$ cat config.mk
export PLATFORM = sky130hd
export DESIGN_NAME = octal_switch_ctrl
export DESIGN_NICKNAME = d
export VERILOG_FILES = /design/src/octal_switch_pkg.sv /design/src/sync_stage.sv /design/src/octal_switch_ctrl.sv
export SDC_FILE = /design/constraint.sdc
export NUM_CORES = 1
export LEC_CHECK = 0
export ABC_AREA = 1
export BUFFER_PORTS_ARGS = -buffer_cell sky130_fd_sc_hd__buf_2
export CAP_MARGIN = 20
export CORE_AREA = 2 2 97 99
export CTS_CLUSTER_SIZE = 25
export DETAILED_ROUTE_END_ITERATION = 10
export DIE_AREA = 0 0 99 101
export PLACE_DENSITY = 0.72
export SLEW_MARGIN = 15
export SYNTH_ARGS = -nofsm -noshare
export SYNTH_HDL_FRONTEND = slang
export SYNTH_SLANG_ARGS = --single-unit
$ cat constraint.sdc
create_clock -name clk -period 7.3 [get_ports clk]
set_clock_uncertainty 0.1 [all_clocks]
set_input_delay 1.095 -clock clk [delete_from_list [all_inputs] [get_ports clk]]
set_output_delay 1.095 -clock clk [all_outputs]
set_load 0.005 [all_outputs]
$ cat src/octal_switch_pkg.sv
// Purpose: Shared constants and types for the octal switch control block
// Assumes: 50 MHz system clock
// Notes:   Behaviour list below
//
// Behaviour
// - Gate low holds all outputs off
// - Gate falling edge turns outputs off
// - Outputs re-enable only after gate high
// - Capture low, transfer high: store inputs
// - Capture high, transfer low: copy buffer, suspend refresh
// - All high: outputs left unchanged
// - Periodic refresh reapplies stored configuration
// - Channel n input drives output n
// - Direct mode strobe high keeps outputs
// - Direct mode strobe low: inputs drive outputs
// - Strobes tied low: outputs follow inputs
// - Watchdog timeout turns all outputs off
// - Refresh counts as valid watchdog update
// - Watchdog timeout nominal 320 us
// - Transfer rising edge updates outputs
package octal_switch_pkg;

  localparam int CLK_HZ = 50_000_000;
  localparam int CHANNELS = 8;

  // Update timeout in microseconds, nominal
  localparam int UPDATE_TIMEOUT_US = 320;
  localparam int UPDATE_TIMEOUT_CYCLES = UPDATE_TIMEOUT_US * (CLK_HZ / 1_000_000);

  // Refresh rate in hertz
  localparam int REFRESH_HZ = 15_000;
  localparam int REFRESH_CYCLES = CLK_HZ / REFRESH_HZ;

  localparam logic [CHANNELS-1:0] CHAN_RESET = 8'h00;

  typedef struct packed {
    logic captureN;
    logic transferN;
    logic gate;
  } ctrl_t;

  // Idle pin levels: both strobes released, gate high
  localparam ctrl_t CTRL_IDLE = 3'h7;

endpackage : octal_switch_pkg

$ cat src/sync_stage.sv
// Purpose: Two-flop synchroniser for a bus of asynchronous levels
// Assumes: Inputs change slowly relative to clk
// Notes:   First stage read only by second stage
`timescale 1ns/1ps
module sync_stage #(
  parameter int               WIDTH = 1,
  parameter logic [WIDTH-1:0] INIT  = '0
) (
  input  wire logic             clk,
  input  wire logic             rst,
  input  wire logic [WIDTH-1:0] async,
  output logic      [WIDTH-1:0] synced
);

  logic [WIDTH-1:0] meta_q;
  logic [WIDTH-1:0] meta_d;
  logic [WIDTH-1:0] sync_d;

  always_comb begin
    meta_d = async;
    sync_d = meta_q;
  end

  always_ff @(posedge clk or posedge rst) begin
    if (rst) begin
      meta_q <= INIT;
      synced <= INIT;
    end else begin
      meta_q <= meta_d;
      synced <= sync_d;
    end
  end

endmodule : sync_stage

$ cat src/octal_switch_ctrl.sv
// Purpose: Control front end for an isolated eight-channel output switch
// Assumes: All control and channel inputs are asynchronous pins
// Notes:   Outputs registered; timeout is a parameter for simulation
`timescale 1ns/1ps
module octal_switch_ctrl
  import octal_switch_pkg::*;
#(
  parameter int TIMEOUT_CYCLES = UPDATE_TIMEOUT_CYCLES,
  parameter int REFRESH_PERIOD = REFRESH_CYCLES
) (
  input  wire logic                clk,
  input  wire logic                rst,
  input  wire logic [CHANNELS-1:0] channelInput,
  input  wire logic                captureN,
  input  wire logic                transferN,
  input  wire logic                outputGate,
  output logic      [CHANNELS-1:0] channelOutput,
  output logic                     refreshSuspended,
  output logic                     timeoutActive
);

  // ----------------------------------------------------------------
  // Input synchronisation
  // ----------------------------------------------------------------
  ctrl_t               ctrlS;
  logic [CHANNELS-1:0] inS;

  // Reset to idle levels so no false strobe edge follows reset
  sync_stage #(.WIDTH(3), .INIT(CTRL_IDLE)) u_ctrl_sync (
    .clk    (clk),
    .rst    (rst),
    .async  ({captureN, transferN, outputGate}),
    .synced (ctrlS)
  );

  sync_stage #(.WIDTH(CHANNELS)) u_in_sync (
    .clk    (clk),
    .rst    (rst),
    .async  (channelInput),
    .synced (inS)
  );

  // ----------------------------------------------------------------
  // Decode
  // ----------------------------------------------------------------
  function automatic logic [31:0] count_next(input logic [31:0] c,
                                             input logic [31:0] lim);
    count_next = (c >= lim - 32'd1) ? 32'd0 : c + 32'd1;
  endfunction : count_next

  logic  xferPrev_q;
  logic  gatePrev_q;
  logic  capture;
  logic  transfer;
  logic  direct;
  logic  xferRise;
  logic  gateFall;

  always_comb begin
    capture  = !ctrlS.captureN && ctrlS.transferN;
    transfer = ctrlS.captureN && !ctrlS.transferN;
    direct   = !ctrlS.captureN && !ctrlS.transferN;
    xferRise = ctrlS.captureN && ctrlS.transferN && !xferPrev_q;
    gateFall = gatePrev_q && !ctrlS.gate;
  end

  // ----------------------------------------------------------------
  // Buffers, refresh and watchdog
  // ----------------------------------------------------------------
  logic [CHANNELS-1:0] inBuf_q, inBuf_d;
  logic [CHANNELS-1:0] txBuf_q, txBuf_d;
  logic [CHANNELS-1:0] applied_q, applied_d;
  logic [CHANNELS-1:0] out_d;
  logic [31:0]         refCnt_q, refCnt_d;
  logic [31:0]         wdCnt_q, wdCnt_d;
  logic                timeout_d;
  logic                refreshTick;
  logic                update;

  always_comb begin
    inBuf_d   = inBuf_q;
    txBuf_d   = txBuf_q;
    applied_d = applied_q;
    update    = 1'b0;
    if (capture) begin
      inBuf_d = inS;
    end
    if (transfer) begin
      txBuf_d = inBuf_q;
    end
    // Refresh runs unless suspended by transfer strobe
    refCnt_d    = transfer ? 32'd0 : count_next(refCnt_q,
                                     32'(REFRESH_PERIOD));
    refreshTick = !transfer && (refCnt_q == 32'(REFRESH_PERIOD) - 32'd1);
    if (direct) begin
      applied_d = inS;
      txBuf_d   = inS;
      inBuf_d   = inS;
      update    = 1'b1;
    end else if (xferRise) begin
      applied_d = txBuf_q;
      update    = 1'b1;
    end
    if (refreshTick) begin
      update = 1'b1;
    end
    // Watchdog: reload on any update, latch off at expiry
    if (update) begin
      wdCnt_d   = 32'd0;
      timeout_d = 1'b0;
    end else if (wdCnt_q >= 32'(TIMEOUT_CYCLES) - 32'd1) begin
      wdCnt_d   = wdCnt_q;
      timeout_d = 1'b1;
    end else begin
      wdCnt_d   = wdCnt_q + 32'd1;
      timeout_d = timeoutActive;
    end
    // Gate low, gate fall or timeout forces all off; otherwise applied value drives
    if (!ctrlS.gate || gateFall || timeout_d) begin
      out_d = '0;
    end else begin
      out_d = applied_d;
    end
  end

  always_ff @(posedge clk or posedge rst) begin
    if (rst) begin
      inBuf_q          <= CHAN_RESET;
      txBuf_q          <= CHAN_RESET;
      applied_q        <= CHAN_RESET;
      channelOutput    <= CHAN_RESET;
      refCnt_q         <= 32'd0;
      wdCnt_q          <= 32'd0;
      timeoutActive    <= 1'b0;
      refreshSuspended <= 1'b0;
      xferPrev_q       <= 1'b1;
      gatePrev_q       <= 1'b0;
    end else begin
      inBuf_q          <= inBuf_d;
      txBuf_q          <= txBuf_d;
      applied_q        <= applied_d;
      channelOutput    <= out_d;
      refCnt_q         <= refCnt_d;
      wdCnt_q          <= wdCnt_d;
      timeoutActive    <= timeout_d;
      refreshSuspended <= transfer;
      xferPrev_q       <= ctrlS.transferN;
      gatePrev_q       <= ctrlS.gate;
    end
  end

  // ----------------------------------------------------------------
  // Checks
  // ----------------------------------------------------------------
  a_gate_low_off: assert property (
    @(posedge clk) disable iff (rst)
    !ctrlS.gate |=> channelOutput == '0)
    else $error("outputs on while gate low");

  a_gate_fall_off: assert property (
    @(posedge clk) disable iff (rst)
    $fell(ctrlS.gate) |=> channelOutput == '0)
    else $error("outputs not off after gate fall");

  a_gate_high_on: assert property (
    @(posedge clk) disable iff (rst)
    ctrlS.gate && gatePrev_q && !timeout_d |=> channelOutput == applied_q)
    else $error("outputs not restored with gate high");

  a_capture_store: assert property (
    @(posedge clk) disable iff (rst)
    capture |=> inBuf_q == $past(inS) && applied_q == $past(applied_q))
    else $error("capture did not store inputs");

  a_transfer_copy: assert property (
    @(posedge clk) disable iff (rst)
    transfer |=> txBuf_q == $past(inBuf_q) && refreshSuspended)
    else $error("transfer did not copy buffer");

  a_hold_idle: assert property (
    @(posedge clk) disable iff (rst)
    ctrlS.captureN && ctrlS.transferN && xferPrev_q
      |=> applied_q == $past(applied_q))
    else $error("idle changed outputs");

  a_direct_follow: assert property (
    @(posedge clk) disable iff (rst)
    direct && ctrlS.gate && gatePrev_q |=> channelOutput == $past(inS))
    else $error("direct mode output mismatch");

  a_xfer_update: assert property (
    @(posedge clk) disable iff (rst)
    xferRise |=> applied_q == $past(txBuf_q))
    else $error("transfer edge did not update");

  a_wd_expire: assert property (
    @(posedge clk) disable iff (rst)
    timeoutActive |-> channelOutput == '0 || $past(update))
    else $error("outputs on after timeout");

endmodule : octal_switch_ctrl

* Yosys cells after proc, flatten, opt, wreduce, memory -nomap -nowiden
Cells that the tools add are included.
** Cells by class
- $add $sub $neg :: 2
- $mul :: 0
- Divide/modulo/power cells :: 0
- Order comparisons :: 2
- Equal/unequal tests :: 2
- Shift-type cells :: 0
- Multiplexer cells :: 16
- Bitwise gates (word level) :: 0
- Reductions and logical operators :: 16
** Operators with widths (count)
- 32-bit 2-to-1 mux :: 4
- 32-bit by 1-bit adder with 32-bit output (second input constant) :: 2
- 8-bit 2-to-1 mux :: 7
- 32-bit by 12-bit == test with 1-bit output (second input constant) :: 1
- 32-bit by 12-bit greater-or-equal comparator with 1-bit output (second input constant) :: 1
- 32-bit by 14-bit greater-or-equal comparator with 1-bit output (second input constant) :: 1
- 1-bit logical AND :: 7
- 1-bit logical NOT :: 5
- 1-bit 2-to-1 mux :: 5
- 2-bit nonzero test :: 2
- 1-bit logical OR :: 2
- 2-bit inequality test (second input constant) :: 1
** Storage, ports and cells
- Register bits after elaboration :: 122
- Bits in latches :: 0
- RAM bits :: 0
- Memory bits (read-only) :: 0
- Bits of input ports :: 13
- Output and inout port bits :: 10
- Word-level logic and storage cells :: 52
- Memories :: 0

* Logic depth before layout (Yosys ltp)
Gate-level depths: netlist (run 1).
- Word-level depth :: 8
- Mapped depth :: 11
- Gate-level depth less buffers :: 11

* Hierarchy
Synthesis (run 1) repeated with hierarchy kept, for this count alone.
** Unflattened totals
- Cells, all modules :: 509
- Area, all modules :: 4827.1 sq um
** Modules (own cells, without submodules)
- octal_switch_ctrl :: instances 1, cells each 485, area each 4261.6 sq um, seq. area each 2478.6 sq um
- sync_stage (u_in_sync) :: instances 1, cells each 17, area each 404.1 sq um, seq. area each 400.4 sq um
- sync_stage (u_ctrl_sync) :: instances 1, cells each 7, area each 161.4 sq um, seq. area each 157.7 sq um

* Worst setup path after synthesis (run 1)
No wires, ideal clock.
- Kind :: register -> register
- Start point :: reg wdCnt_q[0]
- End point :: reg wdCnt_q[12]
- Setup time :: 0.121 ns
- Data arrival time :: 1.354 ns
- Required time :: 7.079 ns
- Path slack :: 5.725 ns
- Cell stages (with the launch flop) :: 11
- Path buffers :: 1
- Clock period less this slack :: 1.575 ns
- Cell sequence :: dfrtp_1 ha_1 nand2_1 inv_2 nand2_2 a21oi_2 nor2_2 buf_6 nand3_1 nand2_1 nor2_1
** On the way
- Word-level cells in the longest chain between the ends :: 3
- Elaborated cells between the ends (all ways) :: 5
- Classes of those cells :: 1 x add/sub; 1 x order compare; 1 x eq/ne; 2 x mux
** RTL lines
- start: declaration :: RTL line octal_switch_ctrl.sv:75 : logic [31:0] wdCnt_q, wdCnt_d;
- start signal: assignment :: RTL line octal_switch_ctrl.sv:144 : wdCnt_q <= wdCnt_d;
- 32-bit by 1-bit adder with 32-bit output :: RTL line octal_switch_ctrl.sv:115 : wdCnt_d = wdCnt_q + 32'd1;
- 32-bit 2-to-1 mux :: RTL line octal_switch_ctrl.sv:111 : end else if (wdCnt_q >= 32'(TIMEOUT_CYCLES) - 32'd1) begin
- 32-bit 2-to-1 mux :: RTL line octal_switch_ctrl.sv:108 : if (update) begin
Several ways; a longest one is shown, not always the timed one. The select of a mux whose other input is x is not followed.
A chain may end at the register's enable or synchronous reset.

* Worst setup path in the final report (run 1)
- Start point :: reg timeoutActive
- End point :: out timeoutActive
** RTL lines
- start: declaration :: RTL line octal_switch_ctrl.sv:19 : output logic timeoutActive
- start signal: assignment :: RTL line octal_switch_ctrl.sv:145 : timeoutActive <= timeout_d;
No word-level cell between the ends.

==> results of run 1 <==
## cell families (layout without fill, tap and decap cells)
logic type                 Yosys count  after routing  synth area share
xor gates and xnor gates             5              5           0.00906
other                                1             20          0.000775
buffers and inverters               95            141            0.0825
AOI/OAI and AO/OA                   22             22            0.0246
DFF                                121            121             0.628
and+or+nand+nor                    261            261             0.247
adders and majority gates            3              3           0.00776
## placed cells by master, fill, tap and decap left out, types with 2 or more instances in the layout
| master | count |
|---|---|
| bufinv_16 | 4 |
| nand3_1 | 17 |
| clkinvlp_4 | 2 |
| inv_1 | 73 |
| inv_2 | 12 |
| conb_1 | 20 |
| xor2_1 | 3 |
| nand2_2 | 3 |
| nor2_1 | 97 |
| nand2_1 | 96 |
| buf_2 | 22 |
| nand2_4 | 2 |
| dfstp_2 | 7 |
| nor2_2 | 6 |
| nand4_1 | 12 |
| nor3_2 | 8 |
| dfrtp_1 | 114 |
| nor3_1 | 10 |
| a21oi_1 | 5 |
| nor2_4 | 3 |
| and2_1 | 3 |
| ha_1 | 3 |
| xnor2_1 | 2 |
| o21ai_0 | 14 |
| inv_6 | 5 |
| clkbuf_16 | 16 |
| clkinv_4 | 4 |
## registers in the layout, summed over array words and instances, names as in the netlist
register,count
txBuf_q,8
applied_q,8
channelOutput,8
wdCnt_q,32
u_ctrl_sync.meta_q,3
u_ctrl_sync.synced,3
timeoutActive,1
u_in_sync.meta_q,8
refreshSuspended,1
inBuf_q,8
refCnt_q,32
xferPrev_q,1
u_in_sync.synced,8
## layout make-up
| cell class | instances | area share |
|---|---|---|
| Inverter | 86 | 0.0569 |
| Clock buffer | 17 | 0.0724 |
| Sequential cell | 121 | 0.531 |
| Clock inverter | 15 | 0.0374 |
| Multi-Input combinational cell | 311 | 0.257 |
| Timing Repair Buffer | 23 | 0.0206 |
| Tap cell | 111 | 0.0243 |
## power groups by stage
stage	Sequential, W	Clock (W)	Combinational, W
2_1_floorplan	0.000731	0	0.0000631
3_3_place_gp	0.000734	0	0.0000790
3_5_place_dp	0.000736	0	0.0000814
4_1_cts	0.000725	0.000889	0.0000831
5_1_grt	0.000728	0.000924	0.0000967
6_report	0.000724	0.000875	0.0000817
## worst paths after layout
check / start / to / slack (ns) / cells past startpoint
max: timeoutActive / timeoutActive / 5.08 / 1
min reg2reg: u_in_sync.meta_q[7] / u_in_sync.synced[7] / 0.25 / 0
max reg2reg: wdCnt_q[0] / wdCnt_q[7] / 5.13 / 9
min in group asynchronous: rst / wdCnt_q[30] / 0.56 / 2
min: u_in_sync.meta_q[7] / u_in_sync.synced[7] / 0.25 / 0
max in group asynchronous: rst / wdCnt_q[10] / 5.26 / 3
## per-layer routing
| metal | vias up | wire [um] |
|---|---|---|
| li1 | 1631 | - |
| met1 | 1583 | 3600 |
| met2 | 59 | 4190 |
| met3 | 17 | 296 |
| met4 | 0 | 184 |
| met5 | - | 0 |
## metrics by stage
step | worst slack (ns) | instance area [um^2] | hold slack, ns
floorplan | 2.90 | 4910 | 0.231
global placement | 4.65 | 5090 | 0.232
detailed placement | 4.64 | 5090 | 0.236
CTS | 5.05 | 5720 | 0.249
global route | 4.91 | 5720 | 0.260
finish | 5.08 | 5720 | 0.247
==> metrics, run 1 <==
sequential share of the synthesized area=0.628; DRT iter0 DRCs=135; count of clock tree sinks=121; total power=0.00168 W; switching fraction of total power=0.229; antenna violations before repair=0; final net count=576; dominant cell type by area after synthesis=dfrtp_1; NetSw=0.000385 W; Core Region=0.00898 mm^2; Leakage=2.90 nW; CP bufs+invs=1; CP Class=flip-flop to primary output; CTS root buffer=clkbuf_8; crit-path max FO=2; total power per unit cell area=294 mW/mm^2; DRT antenna net count=0; outcome=complete, no violations; Worst IR Drop VDD=0.000201 V; Final Critical Period=2.22 ns; vias in the first global route=3451; period utilization=0.305; top post-synthesis cells by count=dfrtp_1, nor2_1, nand2_1, inv_1, nand3_1; routability cong.=0.816; CTS Buffer Depth=2; Worst setup SP type=flip-flop; port bufs=22; fin util=0.637; die height=101 um; critical path's top delay family=flip-flops; Worst Setup End Kind=primary output; vias post-DR=3290; layout filler cell count=678; max incr delay on CP=0.39 ns; worst-margin pin slew=0.845 ns; Post-synth EDFFs=0; met1 Use GR=0.226; Int Power=0.00130 W; final instance count without filler cells=684; die area=0.0100 mm^2; CTS clk-pin slew, worst paths=0.06 ns; Cells after Synth=508; RSZ-0062 raised after global routing=no; IO Count=23; clk_lat worst skew=0.51 ns; Routed WL=8270 um; area of the multi-input gates=0.00147 mm^2; Starting Density=0.539; Antenna Cells=0; Peak Freq=450 MHz; Main synth FF type=dfrtp_1; Hold Vio Cnt, Final=0; type of the worst min-delay path=flip-flop to flip-flop; total global routing overflow=0; Clock Power Share=0.521; # H-tree levels=4; M2 GR Usage=0.316; count leader, synth=dfrtp_1; post-CTS resize count=0; postcts setup bufs=0; relative slew slack=0.436; Sequential Area=0.00304 mm^2; Die Wd=99 um; CTS tree=done; vias per inst=4.81; FFs w/ async S/R, synth=1.00; TNS Setup=0 ns; Logic pwr share=0.049; drt pass-1 iters=4; DRC viols=0; post-synthesis average cell area=9.52 um^2; Yosys cell types=32; Max Cap Violations=0; Hold-fix buffers, CTS=0; crit path DAT=1.03 ns; Final Max Tran Viols=0; Yosys warning count=0; Worst EP required=6.11 ns; top cell type's share of synthesized area=0.590; first-pass GRT wire length=14900 um; busiest layer in global routing=met2; synthesized area=0.00484 mm^2; Slowest-stage cell, CP=dfrtp_1; share of cells above drive strength 1=0.176; Seq cells post-synth=121; Global Route Usage Sum=0.191; routed len/inst=12.1 um; placed instance count=652; largest cells by area after synthesis=dfrtp_1, nor2_1, nand2_1, inv_1, dfstp_2; clock buffer count from CTS=17; DP HPWL=5040 um; Final setup viols=0; area added between synthesis and finish=18.2%; M3 GR Usage=0.0527; largest net degree at the start of global routing=72; FP Rows=35; register share of total power=0.431; Cell Chain, Critical Path=buf_2
Power figures use the tool's default switching activity.
==> run 2: changes to the inputs <==
--- a/config.mk
+++ b/config.mk
@@ -8,11 +8,11 @@
 export ABC_AREA = 1
 export BUFFER_PORTS_ARGS = -buffer_cell sky130_fd_sc_hd__buf_2
 export CAP_MARGIN = 20
-export CORE_AREA = 2 2 97 99
+export CORE_AREA = 2 2 98 100
 export CTS_CLUSTER_SIZE = 25
 export DETAILED_ROUTE_END_ITERATION = 10
-export DIE_AREA = 0 0 99 101
-export PLACE_DENSITY = 0.72
+export DIE_AREA = 0 0 100 102
+export PLACE_DENSITY = 0.73
 export SLEW_MARGIN = 15
 export SYNTH_ARGS = -nofsm -noshare
 export SYNTH_HDL_FRONTEND = slang
==> constraint.sdc (replaced) <==
create_clock -name clk -period 1.9 [get_ports clk]
set_clock_uncertainty 0.1 [all_clocks]
set_input_delay 0.285 -clock clk [delete_from_list [all_inputs] [get_ports clk]]
set_output_delay 0.285 -clock clk [all_outputs]
set_load 0.005 [all_outputs]
==> metrics, run 2 (synthesized netlist as in run 1, its figures left out) <==
# H-tree levels=4 (unchanged); die height=102 um (+0.99%); period utilization=0.942; Peak Freq=558 MHz; Global Route Usage Sum=0.185 (-0.00579); Final Critical Period=1.79 ns; final instance count without filler cells=702 (+2.6%); vias in the first global route=3351 (-2.9%); commonest non-fill, non-tap cells in the layout=dfrtp_1, nand2_1, nor2_1, inv_1, buf_2; routed len/inst=11.8 um (-2.3%); DRC viols=0 (unchanged); most common cell after layout, fill and taps aside=dfrtp_1; FP Rows=35 (unchanged); Worst EP required=2.18 ns (-3.93 ns); CTS clk-pin slew, worst paths=0.06 ns (about the same); CTS tree=done; Worst setup SP type=flip-flop; area added between synthesis and finish=21.4%; Max Cap Violations=0 (unchanged); type of the worst min-delay path=flip-flop to flip-flop; Hold Vio Cnt, Final=0 (unchanged); Leakage=2.96 nW (+2.0%); layout filler cell count=724 (+6.8%); postcts setup bufs=0 (unchanged); total global routing overflow=0 (unchanged); vias post-DR=3246 (-1.3%); port bufs=22 (unchanged); clock buffer count from CTS=17 (unchanged); Worst Setup End Kind=flip-flop; relative slew slack=0.635 (+0.199); clk_lat worst skew=0.51 ns (about the same); antenna violations before repair=0 (unchanged); total power per unit cell area=1040 mW/mm^2 (+250%); DRT iter0 DRCs=169 (+25%); RSZ-0062 raised after global routing=yes; Starting Density=0.531 (-0.00777); Die Wd=100 um (+1.0%); DRT antenna net count=0 (unchanged); final net count=594 (+3.1%); number of cells on the worst hold path=0 (unchanged); outcome=complete, no violations; worst reg-to-reg path cell count=8 (-1); Top Registers=refCnt_q: 32 flops, wdCnt_q: 32 flops; crit path DAT=2.07 ns (+1.04 ns); share of cells above drive strength 1=0.186 (+0.00986); CTS root buffer=clkbuf_8; Worst IR Drop VDD=0.000712 V (+250%); Core Region=0.00911 mm^2 (+1.5%); Final Max Tran Viols=0 (unchanged); crit-path max FO=15 (+13); die area=0.0102 mm^2 (+2.0%); worst-margin pin slew=0.546 ns (-0.298 ns); Antenna Cells=0 (unchanged); largest net degree at the start of global routing=45 (-38%); vias per inst=4.62 (-3.9%); Final setup viols=0 (unchanged); first-pass GRT wire length=14600 um (-2.0%); DP HPWL=5480 um (+8.8%); routability cong.=0.896 (+9.8%); CTS Buffer Depth=2 (unchanged); TNS Setup=0 ns (unchanged); count of clock tree sinks=121 (unchanged); drt pass-1 iters=4 (unchanged); Routed WL=8290 um (+0.27%); IO Count=23 (unchanged); placed instance count=658 (+0.92%); CP Class=flip-flop to flip-flop
## run 2: changes by cell type in the layout (fill, tap and decap cells not counted), moves of 3 or more
cell	delta
inv_8	+8
buf_4	+3
clkinv_4	-4
bufinv_16	-4
buf_12	+3
dlygate4sd3_1	+12
clkinvlp_4	+3
## run 2: what timing repair did
item                                   in CTS  in global routing
endpoints found under the hold margin      31                  0
setup endpoints to repair                   0                 17
gates resized for setup                     0                  4
hold buffers                               12                  0
## run 2: critical path: stages (launching register included)
cell and delay, ns:
dfstp_2 0.59, buf_4 0.17, nand2_4 0.09, nand2_2 0.07, inv_2 0.13, nand2_1 0.10, inv_1 0.05, nor3_1 0.25
nor2_1 0.10
## run 2: power breakdown
group          leakage (nW)  switching (W)  internal, W
logic                  1.16       0.000224     0.000127
registers              1.53      0.0000546      0.00272
clock network         0.267        0.00130      0.00168
## run 2: through the flow
step	setup WS [ns]	power [W]	utilization	hold WS [ns]	area, um^2
CTS	0.0664	0.00616	0.643	0.245	5850
global placement	0.174	0.00314	0.568	0.232	5170
detailed placement	0.133	0.00316	0.568	0.236	5170
finish	0.109	0.00611	0.645	0.245	5870
global route	-0.0150	0.00635	0.645	0.257	5870
floorplan	0.0374	0.00305	-	0.189	4910
## run 2: path summary, 6_finish.rpt
kind                                        from                    end  slack (ns)
min reg2reg                  u_in_sync.meta_q[6]    u_in_sync.synced[6]        0.24
max                        u_ctrl_sync.synced[1]       channelOutput[5]        0.11
min                          u_in_sync.meta_q[6]    u_in_sync.synced[6]        0.24
max in group asynchronous                    rst  u_ctrl_sync.synced[0]        0.77
max reg2reg                u_ctrl_sync.synced[1]       channelOutput[5]        0.11
min in group asynchronous                    rst            wdCnt_q[25]        0.28
## run 2: metal layers
layer  routed length (um)  track usage  vias up  part of all wire
li1                     -            -     1666                 -
met1                 3710        0.218     1536              0.45
met2                 4270        0.322       38              0.52
met3                  216       0.0547        6             0.026
met4                   87       0.0706        0             0.010
met5                    0            0        -                 0
## run 2: final cells by class
type,count,area [um^2],share of cell area
clock buffer,17,414,0.0705
clock inverter,15,146,0.0249
inverter,86,327,0.0556
multi-input combinational,311,1490,0.254
sequential,121,3040,0.517
tap,111,139,0.0236
timing repair buffer,41,320,0.0545
